$ cat src/fe_switch_pkg.sv
// constants and types for the front-end switch control block
// Behaviour
// [RULE1] aux output three transmits, four receives
// [RULE2] transmitting: transmit line high, receive low
// [RULE3] receiving: transmit line low, receive high
// [RULE4] switching only while amp enable bit set
// [RULE5] lead-time field three selects 8 us
// [RULE6] host clears amp enable before sleep
// [RULE7] host sets amp enable again after wake
// [RULE8] host reaches registers over serial port
// [RULE9] idle or disabled: both lines low
package fe_switch_pkg;
    // register offsets on the serial port
    localparam logic [5:0] TRANSCEIVER_CONTROL_ONE_OFFSET = 6'h04;
    localparam logic [5:0] RF_CONTROL_ZERO_OFFSET = 6'h16;
    localparam logic [5:0] FE_STATUS_OFFSET = 6'h01;
    // field positions
    localparam int EXTERNAL_AMP_ENABLE_POS = 7;
    localparam int AMP_LEAD_TIME_LSB = 0;
    localparam int STATUS_STATE_LSB = 0;
    localparam int STATUS_TX_LINE_POS = 2;
    localparam int STATUS_RX_LINE_POS = 3;
    // reset values
    localparam logic [7:0] TRANSCEIVER_CONTROL_ONE_RESET = 8'h00;
    localparam logic [7:0] RF_CONTROL_ZERO_RESET = 8'h00;
    // serial command byte layout: write flag, one unused bit, then six address bits
    localparam int CMD_WRITE_POS = 7;
    localparam logic [3:0] BITS_PER_BYTE = 4'h8;
    // lead time per field code, microseconds, and the clock rate
    localparam int CLOCK_MHZ = 125;
    localparam int LEAD_US_0 = 2;
    localparam int LEAD_US_1 = 4;
    localparam int LEAD_US_2 = 6;
    localparam int LEAD_US_3 = 8;
    localparam int LEAD_WIDTH = 10;
    localparam logic [LEAD_WIDTH-1:0] LEAD_CYCLES_0 = LEAD_WIDTH'(LEAD_US_0 * CLOCK_MHZ);
    localparam logic [LEAD_WIDTH-1:0] LEAD_CYCLES_1 = LEAD_WIDTH'(LEAD_US_1 * CLOCK_MHZ);
    localparam logic [LEAD_WIDTH-1:0] LEAD_CYCLES_2 = LEAD_WIDTH'(LEAD_US_2 * CLOCK_MHZ);
    localparam logic [LEAD_WIDTH-1:0] LEAD_CYCLES_3 = LEAD_WIDTH'(LEAD_US_3 * CLOCK_MHZ);

    // front-end states, gray along idle, lead, transmit
    typedef enum logic [1:0] {
        FE_IDLE = 2'b00,
        FE_LEAD = 2'b01,
        FE_TX = 2'b11,
        FE_RX = 2'b10
    } fe_state_t;

    // lead-time code to cycle count
    function automatic logic [LEAD_WIDTH-1:0] lead_cycles(input logic [1:0] code);
        logic [LEAD_WIDTH-1:0] cycles;
        unique case (code)
            2'h0: cycles = LEAD_CYCLES_0;
            2'h1: cycles = LEAD_CYCLES_1;
            2'h2: cycles = LEAD_CYCLES_2;
            2'h3: cycles = LEAD_CYCLES_3;
        endcase
        return cycles;
    endfunction : lead_cycles
endpackage : fe_switch_pkg

$ cat src/fe_switch_ctrl.sv
// front-end switch control: registers, lead timing and enable lines
`timescale 1ns/100ps
module fe_switch_ctrl
    import fe_switch_pkg::*;
(
    input wire logic clock,
    input wire logic arst_n,
    input wire logic spi_sclk,
    input wire logic spi_cs_n,
    input wire logic spi_mosi,
    output logic spi_miso,
    input wire logic tx_request,
    input wire logic rx_active,
    output logic tx_go,
    output logic radio_aux_out_three,
    output logic radio_aux_out_four
);
    // everything the block keeps between edges
    typedef struct packed {
        logic [7:0] transceiver_control_one;   // holds the amp enable bit
        logic [7:0] rf_control_zero;           // holds the lead-time code
        fe_state_t state;                      // where the switching sequence stands
        logic [LEAD_WIDTH-1:0] lead_cnt;       // warm-up cycles still to wait
        logic front_end_transmit_enable;       // registered so the pin never glitches
        logic front_end_receive_enable;        // registered so the pin never glitches
        logic tx_go;                           // modulator release
    } ctrl_state_t;

    ctrl_state_t cur;
    ctrl_state_t next_cur;

    logic [5:0] reg_addr;   // address of the current serial transfer
    logic [7:0] reg_wdata;  // byte to store
    logic reg_write;        // one-cycle store strobe
    logic [7:0] reg_rdata;  // byte shifted out on reads
    logic external_amp_enable_bit;          // gates both front-end lines
    logic [1:0] amp_lead_time_field;        // picks the warm-up span

    // serial access to the register file
    fe_serial_port u_port (
        .clock(clock),
        .arst_n(arst_n),
        .spi_sclk(spi_sclk),
        .spi_cs_n(spi_cs_n),
        .spi_mosi(spi_mosi),
        .spi_miso(spi_miso),
        .reg_addr(reg_addr),
        .reg_wdata(reg_wdata),
        .reg_write(reg_write),
        .reg_rdata(reg_rdata)
    );

    // fields that steer the switching
    assign external_amp_enable_bit = cur.transceiver_control_one[EXTERNAL_AMP_ENABLE_POS];
    assign amp_lead_time_field = cur.rf_control_zero[AMP_LEAD_TIME_LSB +: 2];

    // read mux; unmapped addresses read zero
    always_comb
    begin
        reg_rdata = 8'h00;
        unique case (reg_addr)
            TRANSCEIVER_CONTROL_ONE_OFFSET: reg_rdata = cur.transceiver_control_one;
            RF_CONTROL_ZERO_OFFSET: reg_rdata = cur.rf_control_zero;
            FE_STATUS_OFFSET:
            begin
                // live view of the switching state and both lines
                reg_rdata[STATUS_STATE_LSB +: 2] = cur.state;
                reg_rdata[STATUS_TX_LINE_POS] = cur.front_end_transmit_enable;
                reg_rdata[STATUS_RX_LINE_POS] = cur.front_end_receive_enable;
            end
            default: reg_rdata = 8'h00;
        endcase
    end

    // next-state logic for registers and the switching sequence
    always_comb
    begin
        next_cur = cur;
        // register stores; writes elsewhere are ignored
        if (reg_write)
        begin
            if (reg_addr == TRANSCEIVER_CONTROL_ONE_OFFSET)
            begin
                // [RULE4] host sets or clears the amp enable
                next_cur.transceiver_control_one = reg_wdata;
            end
            else if (reg_addr == RF_CONTROL_ZERO_OFFSET)
            begin
                // [RULE5] lead-time code taken from host
                next_cur.rf_control_zero = reg_wdata;
            end
        end
        unique case (cur.state)
            FE_IDLE:
            begin
                if (tx_request && external_amp_enable_bit)
                begin
                    // [RULE5] amplifier powers up ahead of the burst
                    next_cur.state = FE_LEAD;
                    next_cur.lead_cnt = lead_cycles(amp_lead_time_field);
                end
                else if (tx_request)
                begin
                    // no external amp: send at once, lines stay low
                    next_cur.state = FE_TX;
                end
                else if (rx_active)
                begin
                    next_cur.state = FE_RX;
                end
            end
            FE_LEAD:
            begin
                // a dropped request abandons the warm-up
                if (!tx_request)
                begin
                    next_cur.state = FE_IDLE;
                end
                else if (cur.lead_cnt <= LEAD_WIDTH'(1))
                begin
                    next_cur.state = FE_TX;
                end
                else
                begin
                    next_cur.lead_cnt = cur.lead_cnt - LEAD_WIDTH'(1);
                end
            end
            FE_TX:
            begin
                if (!tx_request)
                begin
                    next_cur.state = FE_IDLE;
                end
            end
            FE_RX:
            begin
                // transmit request preempts reception
                if (!rx_active || tx_request)
                begin
                    next_cur.state = FE_IDLE;
                end
            end
        endcase
        // modulator runs only once warm-up is over
        next_cur.tx_go = (next_cur.state == FE_TX);
        // [RULE2] transmit line high through warm-up and burst
        next_cur.front_end_transmit_enable = external_amp_enable_bit
            && ((next_cur.state == FE_LEAD) || (next_cur.state == FE_TX));
        // [RULE3] receive line high only while receiving
        next_cur.front_end_receive_enable = external_amp_enable_bit
            && (next_cur.state == FE_RX);
        // [RULE9] disabled or idle leaves both lines low
        if (!external_amp_enable_bit || (next_cur.state == FE_IDLE))
        begin
            next_cur.front_end_transmit_enable = 1'b0;
            next_cur.front_end_receive_enable = 1'b0;
        end
    end

    // single state register; reset gives idle with lines low
    always_ff @(posedge clock or negedge arst_n)
    begin
        if (!arst_n)
        begin
            cur.transceiver_control_one <= TRANSCEIVER_CONTROL_ONE_RESET;
            cur.rf_control_zero <= RF_CONTROL_ZERO_RESET;
            cur.state <= FE_IDLE;
            cur.lead_cnt <= '0;
            cur.front_end_transmit_enable <= 1'b0;
            cur.front_end_receive_enable <= 1'b0;
            cur.tx_go <= 1'b0;
        end
        else
        begin
            cur <= next_cur;
        end
    end

    // [RULE1] aux pin three carries transmit, four receive
    assign radio_aux_out_three = cur.front_end_transmit_enable;
    assign radio_aux_out_four = cur.front_end_receive_enable;
    assign tx_go = cur.tx_go;
endmodule : fe_switch_ctrl

$ cat src/fe_serial_port.sv
// serial register port: byte framing, write strobe and read shift-out
`timescale 1ns/100ps
module fe_serial_port
    import fe_switch_pkg::*;
(
    input wire logic clock,
    input wire logic arst_n,
    input wire logic spi_sclk,
    input wire logic spi_cs_n,
    input wire logic spi_mosi,
    output logic spi_miso,
    output logic [5:0] reg_addr,
    output logic [7:0] reg_wdata,
    output logic reg_write,
    input wire logic [7:0] reg_rdata
);
    // whole port state in one word
    typedef struct packed {
        logic sclk_q;         // last sampled serial clock
        logic [3:0] bit_cnt;  // bits taken in the current byte
        logic [6:0] shift;    // bits of the byte so far
        logic in_data;        // command byte already taken
        logic is_write;       // current transfer writes
        logic load_read;      // fetch read data next cycle
        logic [7:0] out_shift;// read data waiting to go out
        logic miso;
        logic [5:0] addr;
        logic [7:0] wdata;
        logic write;
    } port_state_t;

    port_state_t cur;
    port_state_t next_cur;

    // framing and shifting, mode 0, msb first
    always_comb
    begin
        next_cur = cur;
        next_cur.sclk_q = spi_sclk;
        next_cur.write = 1'b0;
        next_cur.load_read = 1'b0;
        if (cur.load_read)
        begin
            // address settled last cycle, so the mux output is valid now
            next_cur.out_shift = reg_rdata;
        end
        if (spi_cs_n)
        begin
            // deselect ends any transfer, partial bytes are dropped
            next_cur.bit_cnt = 4'h0;
            next_cur.in_data = 1'b0;
            next_cur.miso = 1'b0;
        end
        else if (spi_sclk && !cur.sclk_q)
        begin
            // rising edge: take one bit
            next_cur.shift = {cur.shift[5:0], spi_mosi};
            next_cur.bit_cnt = cur.bit_cnt + 4'h1;
            if (cur.bit_cnt == BITS_PER_BYTE - 4'h1)
            begin
                next_cur.bit_cnt = 4'h0;
                if (!cur.in_data)
                begin
                    // [RULE8] command byte decode
                    next_cur.in_data = 1'b1;
                    next_cur.is_write = cur.shift[CMD_WRITE_POS-1];
                    next_cur.addr = {cur.shift[4:0], spi_mosi};
                    next_cur.load_read = 1'b1;
                end
                else if (cur.is_write)
                begin
                    // [RULE8] data byte strobed into register
                    next_cur.wdata = {cur.shift, spi_mosi};
                    next_cur.write = 1'b1;
                end
            end
        end
        else if (!spi_sclk && cur.sclk_q && cur.in_data && !cur.is_write)
        begin
            // falling edge in a read: present next bit
            next_cur.miso = cur.out_shift[7];
            next_cur.out_shift = {cur.out_shift[6:0], 1'b0};
        end
    end

    // state register
    always_ff @(posedge clock or negedge arst_n)
    begin
        if (!arst_n)
        begin
            cur <= '0;
        end
        else
        begin
            cur <= next_cur;
        end
    end

    assign spi_miso = cur.miso;
    assign reg_addr = cur.addr;
    assign reg_wdata = cur.wdata;
    assign reg_write = cur.write;
endmodule : fe_serial_port

$ cat config.mk
export PLATFORM = sky130hd
export DESIGN_NAME = fe_switch_ctrl
export DESIGN_NICKNAME = d
export VERILOG_FILES = /design/src/fe_switch_pkg.sv /design/src/fe_switch_ctrl.sv /design/src/fe_serial_port.sv
export SDC_FILE = /design/constraint.sdc
export NUM_CORES = 1
export LEC_CHECK = 0
export ABC_AREA = 1
export BUFFER_PORTS_ARGS = -buffer_cell sky130_fd_sc_hd__buf_2
export CAP_MARGIN = 40
export CORE_MARGIN = 8
export CORE_UTILIZATION = 41
export CTS_CLUSTER_DIAMETER = 120
export DETAILED_ROUTE_END_ITERATION = 16
export GPL_TIMING_DRIVEN = 0
export SETUP_SLACK_MARGIN = 0.15
export SYNTH_ARGS = -nofsm -noshare
export SYNTH_HDL_FRONTEND = slang
export SYNTH_SLANG_ARGS = --single-unit
$ cat constraint.sdc
create_clock -name clock -period 3 [get_ports clock]
set_input_delay 0.15 -clock clock [delete_from_list [all_inputs] [get_ports clock]]
set_output_delay 0.15 -clock clock [all_outputs]
set_load 0.01 [all_outputs]
==> results.cfg, run 1 <==
[run]
drv_cap = 0

[synthesis]
syn_avg_cell_area_sq_um = 8.47
ys_types = 29
synth_top_family_by_area = simple AND/OR/NAND/NOR gates
synth_compound_area_frac = 0.138
ys.warnings.count = 0
synth_area_sq_um = 3520
synth-seq-cells = 70
synthXorXnorAreaFrac = 0.00497
synth_cells = 416
synth-simple-area-share = 0.249
synth-seq-area-share = 0.497
muxShareOfSynthArea = 0
synth_fa_ha_area_frac = 0.0284
synth_nets = 431

[pwr]
max-vdd-ir-drop_uv = 292
p_leak_nw = 1.96
p_per_area_nw_per_um2 = 629
power_mw = 2.51

[worst_setup_path]
crit_slowest_cell = dfrtp_1
critical_path_class = reg2reg
startpoint_type = flop
crit_required_ns = 3.24
critPathLaunch = cur[3]
cp_max_fo = 10
timing.rr.start = cur[3]
crit_chain = inv_1 > ha_1 > inv_1 > nand2_1 > nand2_1 > nor2_1 > nand2_1 > nand2_4 > inv_2 > buf_6 > o211ai_2 > nand2_1
crit_path_end_kind = flop
path_common_cell = nand2_1
cp_slowest_stage_delay_ns = 0.39
critPathArrivalTime_ns = 2.00

[die]
fp.dieH_um = 109
core_sq_um = 8510
die_area_sq_um = 11800
io_pins = 11
die_w_um = 109
start_util = 0.414
num_rows = 34

[placed_design]
gp_congestion = 0.799
placed_area_sq_um = 3740
port_buffers = 10
dp_hpwl_um = 5140

[detailed_routing]
drt_wl_total_um = 7100
drtAntennaViolNets = 0
num_vias = 2682
drt_pass1_iterations = 4
drtIter0Drc = 157
met2WireLength_um = 3550
vias_per_cell = 4.84
drc = 0
met3WireLength_um = 185
wl_per_cell_um = 12.8
dr.max_layer_used = met4
met1_length_um = 3320

[finish]
n_antenna_cell = 0
design_area_sq_um = 4000
fillers = 835
drive_above_1_share = 0.159
final_nets = 456
mostFrequentLayoutCell = nand2_1
fin_util = 0.470
final_cell_mix = 99 x nand2_1, 70 x dfrtp_1, 55 x inv_1
area_delta_synth_final_pct = 13.5

[global_routing]
gr-total-overflow = 0
grt_pass1_vias = 2592
grt_pass1_wl_um = 12500
grt_max_degree = 57
grt_antenna_before_repair = 0
grt.total_usage = 0.134

[clock_tree]
cts_buffers = 9
root_buffer = clkbuf_8
cts_tree = done
htreeDepth = 3
insertion_delay_ns = 0.35
post_cts_buffers = 0
cts_num_sinks = 70
hold_buffers = 3
clock_path_buffers = 2
clk_transition_reported_paths_ns = 0.08
ctsResizeCount = 0

[timing]
final-hold-violation-count = 0
rsz0062_at_grt = false
fin_tns_setup_ns = 0
drv_slew = 0
finalSetupViolCount = 0
min_period_over_period = 0.589
skew_ns = 0.0106
whs_ns = 0.0836
fmax_ghz = 0.566
worst_pin_slew_ns = 0.471
timing.final.crit_period_ns = 1.77
slew_headroom = 0.682

[hold_path]
min_path_type = in2reg
worstHoldStart = tx_request

[run_status]
status = finished clean
final timing paths:
| path | cells after the start | slack (ns) | end |
|---|---|---|---|
| max in group asynchronous | 3 | 2.26 | cur[17] |
| max reg2reg | 12 | 1.23 | cur[7] |
| min in group asynchronous | 2 | 0.20 | cur[9] |
| min | 3 | 0.08 | radio_aux_out_three |
| max | 12 | 1.23 | cur[7] |
| min reg2reg | 2 | 0.48 | cur[23] |
Yosys cell counts, drive strengths merged:
cell type	number	area, sq um
nand4	10	62.6
xnor2	2	17.5
nand2	104	418
nand3	32	185
o22ai	3	18.8
nor2	44	200
dfrtp	70	1750
o21bai	1	7.51
o21ai	57	360
buf	7	66.3
clkbuf	2	7.51
ha	8	100
o211ai	2	20.0
nand3b	1	7.51
nor3	1	5.00
inv	57	216
a21oi	15	78.8
stage by stage:
step / setup WS [ns] / cells
floorplan: 1.47 / 416
global placement: 1.23 / 534
detailed placement: 1.23 / 535
CTS: 1.22 / 554
global route: 1.09 / 554
finish: 1.23 / 554
metal layers:
| metal | track usage | vias to the layer above |
|---|---|---|
| met2 | 0.216 | 33 |
| met3 | 0.0372 | 2 |
| met1 | 0.169 | 1261 |
| met4 | 0.0469 | 0 |
| li1 | - | 1386 |
| met5 | 0 | - |
critical path: cells and delay by family (launching register included):
family,cells,cell delay (ns)
and+or+nand+nor,6,0.51
buffers and inverters,4,0.45
DFF,1,0.39
adders and majority gates,1,0.24
AOI/OAI and AO/OA,1,0.06
power by group:
group          internal [mW]  total, mW  switching (mW)  leakage (nW)
clock network          0.481      0.884           0.403         0.112
logic                  0.174      0.489           0.315         0.926
registers               1.05       1.14          0.0911         0.926
area by class of cell:
| type | count | area (sq um) | area share |
|---|---|---|---|
| multi-input combinational | 280 | 1480 | 0.371 |
| sequential | 70 | 1750 | 0.438 |
| buffer | 9 | 73.8 | 0.0185 |
| clock inverter | 7 | 105 | 0.0263 |
| timing repair buffer | 14 | 110 | 0.0275 |
| clock buffer | 9 | 124 | 0.0310 |
| tap | 108 | 135 | 0.0338 |
| inverter | 57 | 216 | 0.0541 |
state kept, by name (all words and copies together) (netlist names):
name	flops
u_port.reg_addr	6
radio_aux_out_three	1
amp_lead_time_field	2
u_port.reg_write	1
tx_go	1
cur	26
radio_aux_out_four	1
u_port.cur	23
u_port.spi_miso	1
u_port.reg_wdata	8
kinds of logic (layout without fill, tap and decap cells):
group                      after synthesis  count (layout)
adders and majority gates                8               8
AOI/OAI and AO/OA                       78              78
buffers and inverters                   66              96
DFF                                     70              70
and+or+nand+nor                        192             192
xor gates and xnor gates                 2               2
(Power assumes the default switching activity.)
==> run 2: changes to the inputs <==
ABC_AREA = 0   (was 1)
clock period = 1.47 ns   (was 3 ns; I/O delays follow)
==> run 2 against run 1 <==
  * The run now ends with setup timing left
  * Hold slack got worse by 0.061 ns
  * Utilization grew 8.0 points
  * Maximum frequency fell by 1.4%
  * Critical path depth decreased by 8
  * Sequential cell count is the same
  * Combinational power up 57%
  * Clock-buffer cell count is the same
  * Critical path type unchanged
  * Largest cell class is now multi-input combinational cells
==> results.cfg, run 2 <==
[run_status]
status = complete, but fails checks
violations = setup timing

[timing]
fmax_ghz = 0.558
slew_headroom = 0.648
whs_ns = 0.0231
min_period_over_period = 1.22
layout_setup_ws_ns = -0.321
finalSetupViolCount = 47
timing.final.crit_period_ns = 1.79
skew_ns = 0.00785
rsz0062_at_grt = true
worst_pin_slew_ns = 0.528
final-hold-violation-count = 0
drv_slew = 0

[detailed_routing]
num_vias = 2447
drt_wl_total_um = 7500
vias_per_cell = 5.39
met3WireLength_um = 186
met1_length_um = 3720
drc = 0
met2WireLength_um = 3560
drtAntennaViolNets = 0
wl_per_cell_um = 16.5
drt_pass1_iterations = 4
dr.max_layer_used = met4
drtIter0Drc = 44

[synthesis]
synth_nets = 308
synth_common_cells = 70 x dfrtp_1, 37 x mux2_2, 21 x nor2_1
synthArstFlopShare = 1.00
muxShareOfSynthArea = 0.138
synth.largest_area_cell = dfrtp_1
ys.warnings.count = 0
synth_top_cell_area_share = 0.522
synth_top_family_by_area = simple AND/OR/NAND/NOR gates
synth_area_sq_um = 3360
synth_fa_ha_area_frac = 0.0298
synthXorXnorAreaFrac = 0.00522
syn_avg_cell_area_sq_um = 11.5
synth_edf_count = 0
synth-seq-area-share = 0.522
synth_compound_area_frac = 0.121
synth-simple-area-share = 0.158
ys_types = 55
synthFlopType = dfrtp_1
synth_cells = 293
yosysMostFrequentCell = dfrtp_1
synth_area_leaders = dfrtp_1 52%, mux2_2 12%, ha_1 3.0%
synth-seq-cells = 70

[worst_setup_path]
timing.rr.start = cur[8]
startpoint_type = flop
crit_path_end_kind = flop
critPathLaunch = cur[8]
cp_max_fo = 5
crit_required_ns = 1.70
reg2reg_depth = 4
critPathArrivalTime_ns = 2.02
critical_path_class = reg2reg

[pwr]
p_per_area_nw_per_um2 = 1030
combPwrFrac = 0.168
p_leak_nw = 1.93
power.internal_mw = 3.27
power_frac_seq = 0.500
max-vdd-ir-drop_uv = 412
p_sw_mw = 1.31
p_sw_frac = 0.286
clkPwrFrac = 0.332

[finish]
final_cell_mix = 65 x dfrtp_1, 22 x mux2_2, 21 x buf_4
mostFrequentLayoutCell = dfrtp_1
n_antenna_cell = 0
design_area_sq_um = 4450
area_delta_synth_final_pct = 32.6
largest-register = cur
multi_input_area_sq_um = 1890
drive_above_1_share = 0.467
final_nets = 360
fillers = 714
fin_util = 0.550
seq_area_sq_um = 1760
largest_register_ffs = 26

[die]
die_w_um = 107
die_area_sq_um = 11300
fp.dieH_um = 107
num_rows = 33
io_pins = 11
start_util = 0.415
core_sq_um = 8090

[global_routing]
grt_antenna_before_repair = 0
grt_pass1_wl_um = 12700
grt.total_usage = 0.139
grt_max_degree = 67
gr-total-overflow = 0
grt_pass1_vias = 2482

[clock_tree]
cts_buffers = 9
insertion_delay_ns = 0.33
clock_path_buffers = 2
clk_transition_reported_paths_ns = 0.08
root_buffer = clkbuf_8
cts_num_sinks = 70
htreeDepth = 3
cts_tree = done

[placed_design]
dp_hpwl_um = 4760
port_buffers = 9
placed_area_sq_um = 3740
gp_congestion = 0.798

[hold_path]
hold_path_depth = 2
min_path_type = in2reg
worstHoldStart = spi_cs_n

[run]
drv_cap = 0
[run 2: cell types whose count changed after synthesis, moves of 7 or more]
cell / before / now
clkbuf_1: 2 / 9
inv_1: 55 / 12
nand4_1: 10 / 0
o21ai_0: 32 / 12
nand2_1: 99 / 9
o21ai_2: 20 / 0
nand2b_1: 0 / 8
nand3_1: 30 / 8
mux2_2: 0 / 37
nor2_1: 38 / 21
[run 2: layout make-up]
cell class / count / area share
Buffer: 11 / 0.0202
Timing Repair Buffer: 41 / 0.0778
Sequential cell: 70 / 0.395
Multi-Input combinational cell: 200 / 0.425
Inverter: 12 / 0.0101
Clock inverter: 6 / 0.0143
Clock buffer: 9 / 0.0278
Tap cell: 105 / 0.0295
[run 2: cell families after synthesis]
logic type | after synthesis
AO/OA/AOI/OAI | 60
XOR/XNOR | 2
adder cells (fa/ha/maj) | 8
buffers and inverters | 23
flip-flops | 70
multiplexers | 41
AND/OR/NAND/NOR | 89
[run 2: final timing paths]
check	endpoint	slack (ns)
max	cur[4]	-0.32
min	u_port.cur[34]	0.02
max reg2reg	cur[4]	-0.32
min reg2reg	u_port.cur[21]	0.48
max in group asynchronous	u_port.reg_addr[0]	0.83
min in group asynchronous	cur[12]	0.09
[run 2: critical path, cell delays in order (launching register included)]
cell and delay (ns):
dfrtp_2 0.42, or4_4 0.59, nor4_4 0.22, nor2_2 0.14
mux2_4 0.31
[run 2: per-stage QoR]
stage               setup TNS, ns  instances  setup slack [ns]  total power [mW]
floorplan                   -5.21        293            -0.391              2.66
global placement           -21.31        407            -0.655              2.83
detailed placement         -17.31        408            -0.671              2.86
CTS                         -5.08        448            -0.295              4.57
global route                -7.30        454            -0.372              4.82
finish                      -4.74        454            -0.321              4.59
[run 2: what timing repair did]
| action | CTS | global route |
|---|---|---|
| hold endpoints to repair | 76 | 0 |
| gates resized for setup | 46 | 34 |
| pin swaps | 18 | 19 |
| hold buffers | 5 | 0 |
| endpoints found under the setup margin | 62 | 61 |
| buffers inserted | 20 | 6 |
[run 2: power by group through the flow]
| stage | registers (mW) | logic [mW] | clock network (mW) |
|---|---|---|---|
| after global routing | 2.32 | 0.857 | 1.64 |
| after floorplan | 2.28 | 0.384 | 0 |
| after global placement | 2.34 | 0.494 | 0 |
| after CTS | 2.28 | 0.723 | 1.56 |
| after detailed placement | 2.35 | 0.513 | 0 |
| final | 2.29 | 0.770 | 1.52 |
[run 2: metal layers]
metal | vias to the layer above | track usage
met5 | - | 0
met4 | 0 | 0.0593
met3 | 2 | 0.0266
met2 | 20 | 0.211
met1 | 1241 | 0.188
li1 | 1184 | -
==> run 3: changes to the inputs <==
CAP_MARGIN = 25   (was 40)
CORE_ASPECT_RATIO = 1.25   (was not set)
==> run 3 against run 2 <==
  * Highest routed layer unchanged
  * Cell area rose by 2.1%
  * Total power rose by 1.6%
  * Clock-buffer cell count grew 1
  * Sequential power about the same
  * Critical path type unchanged
  * First-iteration DRC count is 100% higher
  * The flow still finishes with violations (setup timing)
  * Combinational power grew 22%
  * Clock skew up 0.0053 ns
  * Via count is 2.3% higher
  * Worst setup slack worse by 0.031 ns
  * Hold slack worse by 0.0019 ns
  * Maximum frequency is 1.7% lower
  * Utilization is 1.1 points higher
==> results.cfg, run 3 (synthesized netlist as in run 2, its figures left out) <==
[clock_tree]
clock_path_buffers = 2
cts_tree = done
clk_transition_reported_paths_ns = 0.07
root_buffer = clkbuf_8
htreeDepth = 3
cts_num_sinks = 70
cts_buffers = 9
insertion_delay_ns = 0.34

[global_routing]
grt_max_degree = 71
grt_pass1_vias = 2683
gr-total-overflow = 0
grt.total_usage = 0.142
grt_antenna_before_repair = 0
grt_pass1_wl_um = 13000

[die]
start_util = 0.415
io_pins = 11
die_area_sq_um = 11400
fp.dieH_um = 117
die_w_um = 97.0
num_rows = 37
core_sq_um = 8100

[worst_setup_path]
critical_path_class = reg2reg
critPathArrivalTime_ns = 2.07
timing.rr.start = cur[4]
startpoint_type = flop
critPathLaunch = cur[4]
crit_path_end_kind = flop
crit_required_ns = 1.72
cp_max_fo = 4

[run_status]
violations = setup timing
status = complete, but fails checks

[hold_path]
min_path_type = in2reg
worstHoldStart = spi_mosi

[finish]
mostFrequentLayoutCell = dfrtp_1
area_delta_synth_final_pct = 35.4
largest-register = cur
largest_register_ffs = 26
final_nets = 369
n_antenna_cell = 0
drive_above_1_share = 0.465
final_cell_mix = 64 x dfrtp_1, 22 x mux2_2, 22 x buf_4

[detailed_routing]
drt_pass1_iterations = 4
drtAntennaViolNets = 0
num_vias = 2504
wl_per_cell_um = 16.5
drtIter0Drc = 88
vias_per_cell = 5.49
drt_wl_total_um = 7500
drc = 0

[timing]
fmax_ghz = 0.549
skew_ns = 0.0131
finalSetupViolCount = 47
drv_slew = 0
worst_pin_slew_ns = 0.903
timing.final.crit_period_ns = 1.82
layout_setup_ws_ns = -0.352
min_period_over_period = 1.24
rsz0062_at_grt = true
final-hold-violation-count = 0
whs_ns = 0.0212
slew_headroom = 0.398

[run]
drv_cap = 0

[placed_design]
port_buffers = 9
dp_hpwl_um = 4710
gp_congestion = 0.824
post-place-ws_ns = -0.672

[pwr]
p_per_area_nw_per_um2 = 1020
p_leak_nw = 1.97
max-vdd-ir-drop_uv = 618
[run 3: power breakdown]
part | internal (mW) | leakage [nW] | switching [mW] | total (mW)
combinational | 0.512 | 0.990 | 0.426 | 0.938
sequential | 2.11 | 0.887 | 0.187 | 2.30
clock | 0.666 | 0.0924 | 0.759 | 1.43
total | 3.29 | 1.97 | 1.37 | 4.66
[run 3: final cells by class]
cell class	count	area, sq um
Tap cell	97	121
Timing Repair Buffer	50	454
Clock inverter	6	47.5
Multi-Input combinational cell	200	1900
Fill cell	674	3550
Inverter	12	45.0
Buffer	11	87.6
Sequential cell	70	1760
Clock buffer	10	138
[run 3: metrics by stage]
step	area, sq um	cells	util	power, mW	setup TNS [ns]
2_1_floorplan	3530	293	-	2.66	-5.21
3_3_place_gp	3700	399	0.456	2.84	-19.70
3_5_place_dp	3700	399	0.457	2.86	-17.02
4_1_cts	4370	448	0.539	4.56	-5.39
5_1_grt	4550	456	0.561	4.92	-8.54
6_report	4550	456	0.561	4.66	-5.54
[run 3: final timing paths]
| kind | depth (start not counted) | slack [ns] | endpoint |
|---|---|---|---|
| max | 9 | -0.35 | cur[10] |
| min | 2 | 0.02 | u_port.reg_addr[0] |
| max reg2reg | 9 | -0.35 | cur[10] |
| min reg2reg | 1 | 0.50 | cur[26] |
| max in group asynchronous | 2 | 0.40 | u_port.reg_addr[0] |
| min in group asynchronous | 2 | 0.38 | cur[4] |
[run 3: metal layers]
layer	vias to the layer above	track usage	wire length, um
met5	-	0	0
li1	1199	-	-
met2	24	0.255	3940
met1	1270	0.160	3310
met3	11	0.0229	129
met4	0	0.0740	130
[run 3: repair_timing]
| item | 4_1_cts | 5_1_grt |
|---|---|---|
| gates cloned | 0 | 1 |
| setup endpoints to repair | 62 | 60 |
| pin swaps | 24 | 12 |
| buffers inserted | 27 | 7 |
| hold endpoints to repair | 74 | 0 |
| hold buffers | 6 | 0 |
| resized for setup | 50 | 31 |
[run 3: worst max-delay path: stages, from the launching register on]
cell      delay, ns
dfrtp_1        0.37
inv_2          0.06
buf_6          0.11
ha_4           0.16
o21ai_4        0.16
nor4_4         0.06
buf_4          0.17
buf_6          0.11
or2_4          0.25
a221oi_2       0.26
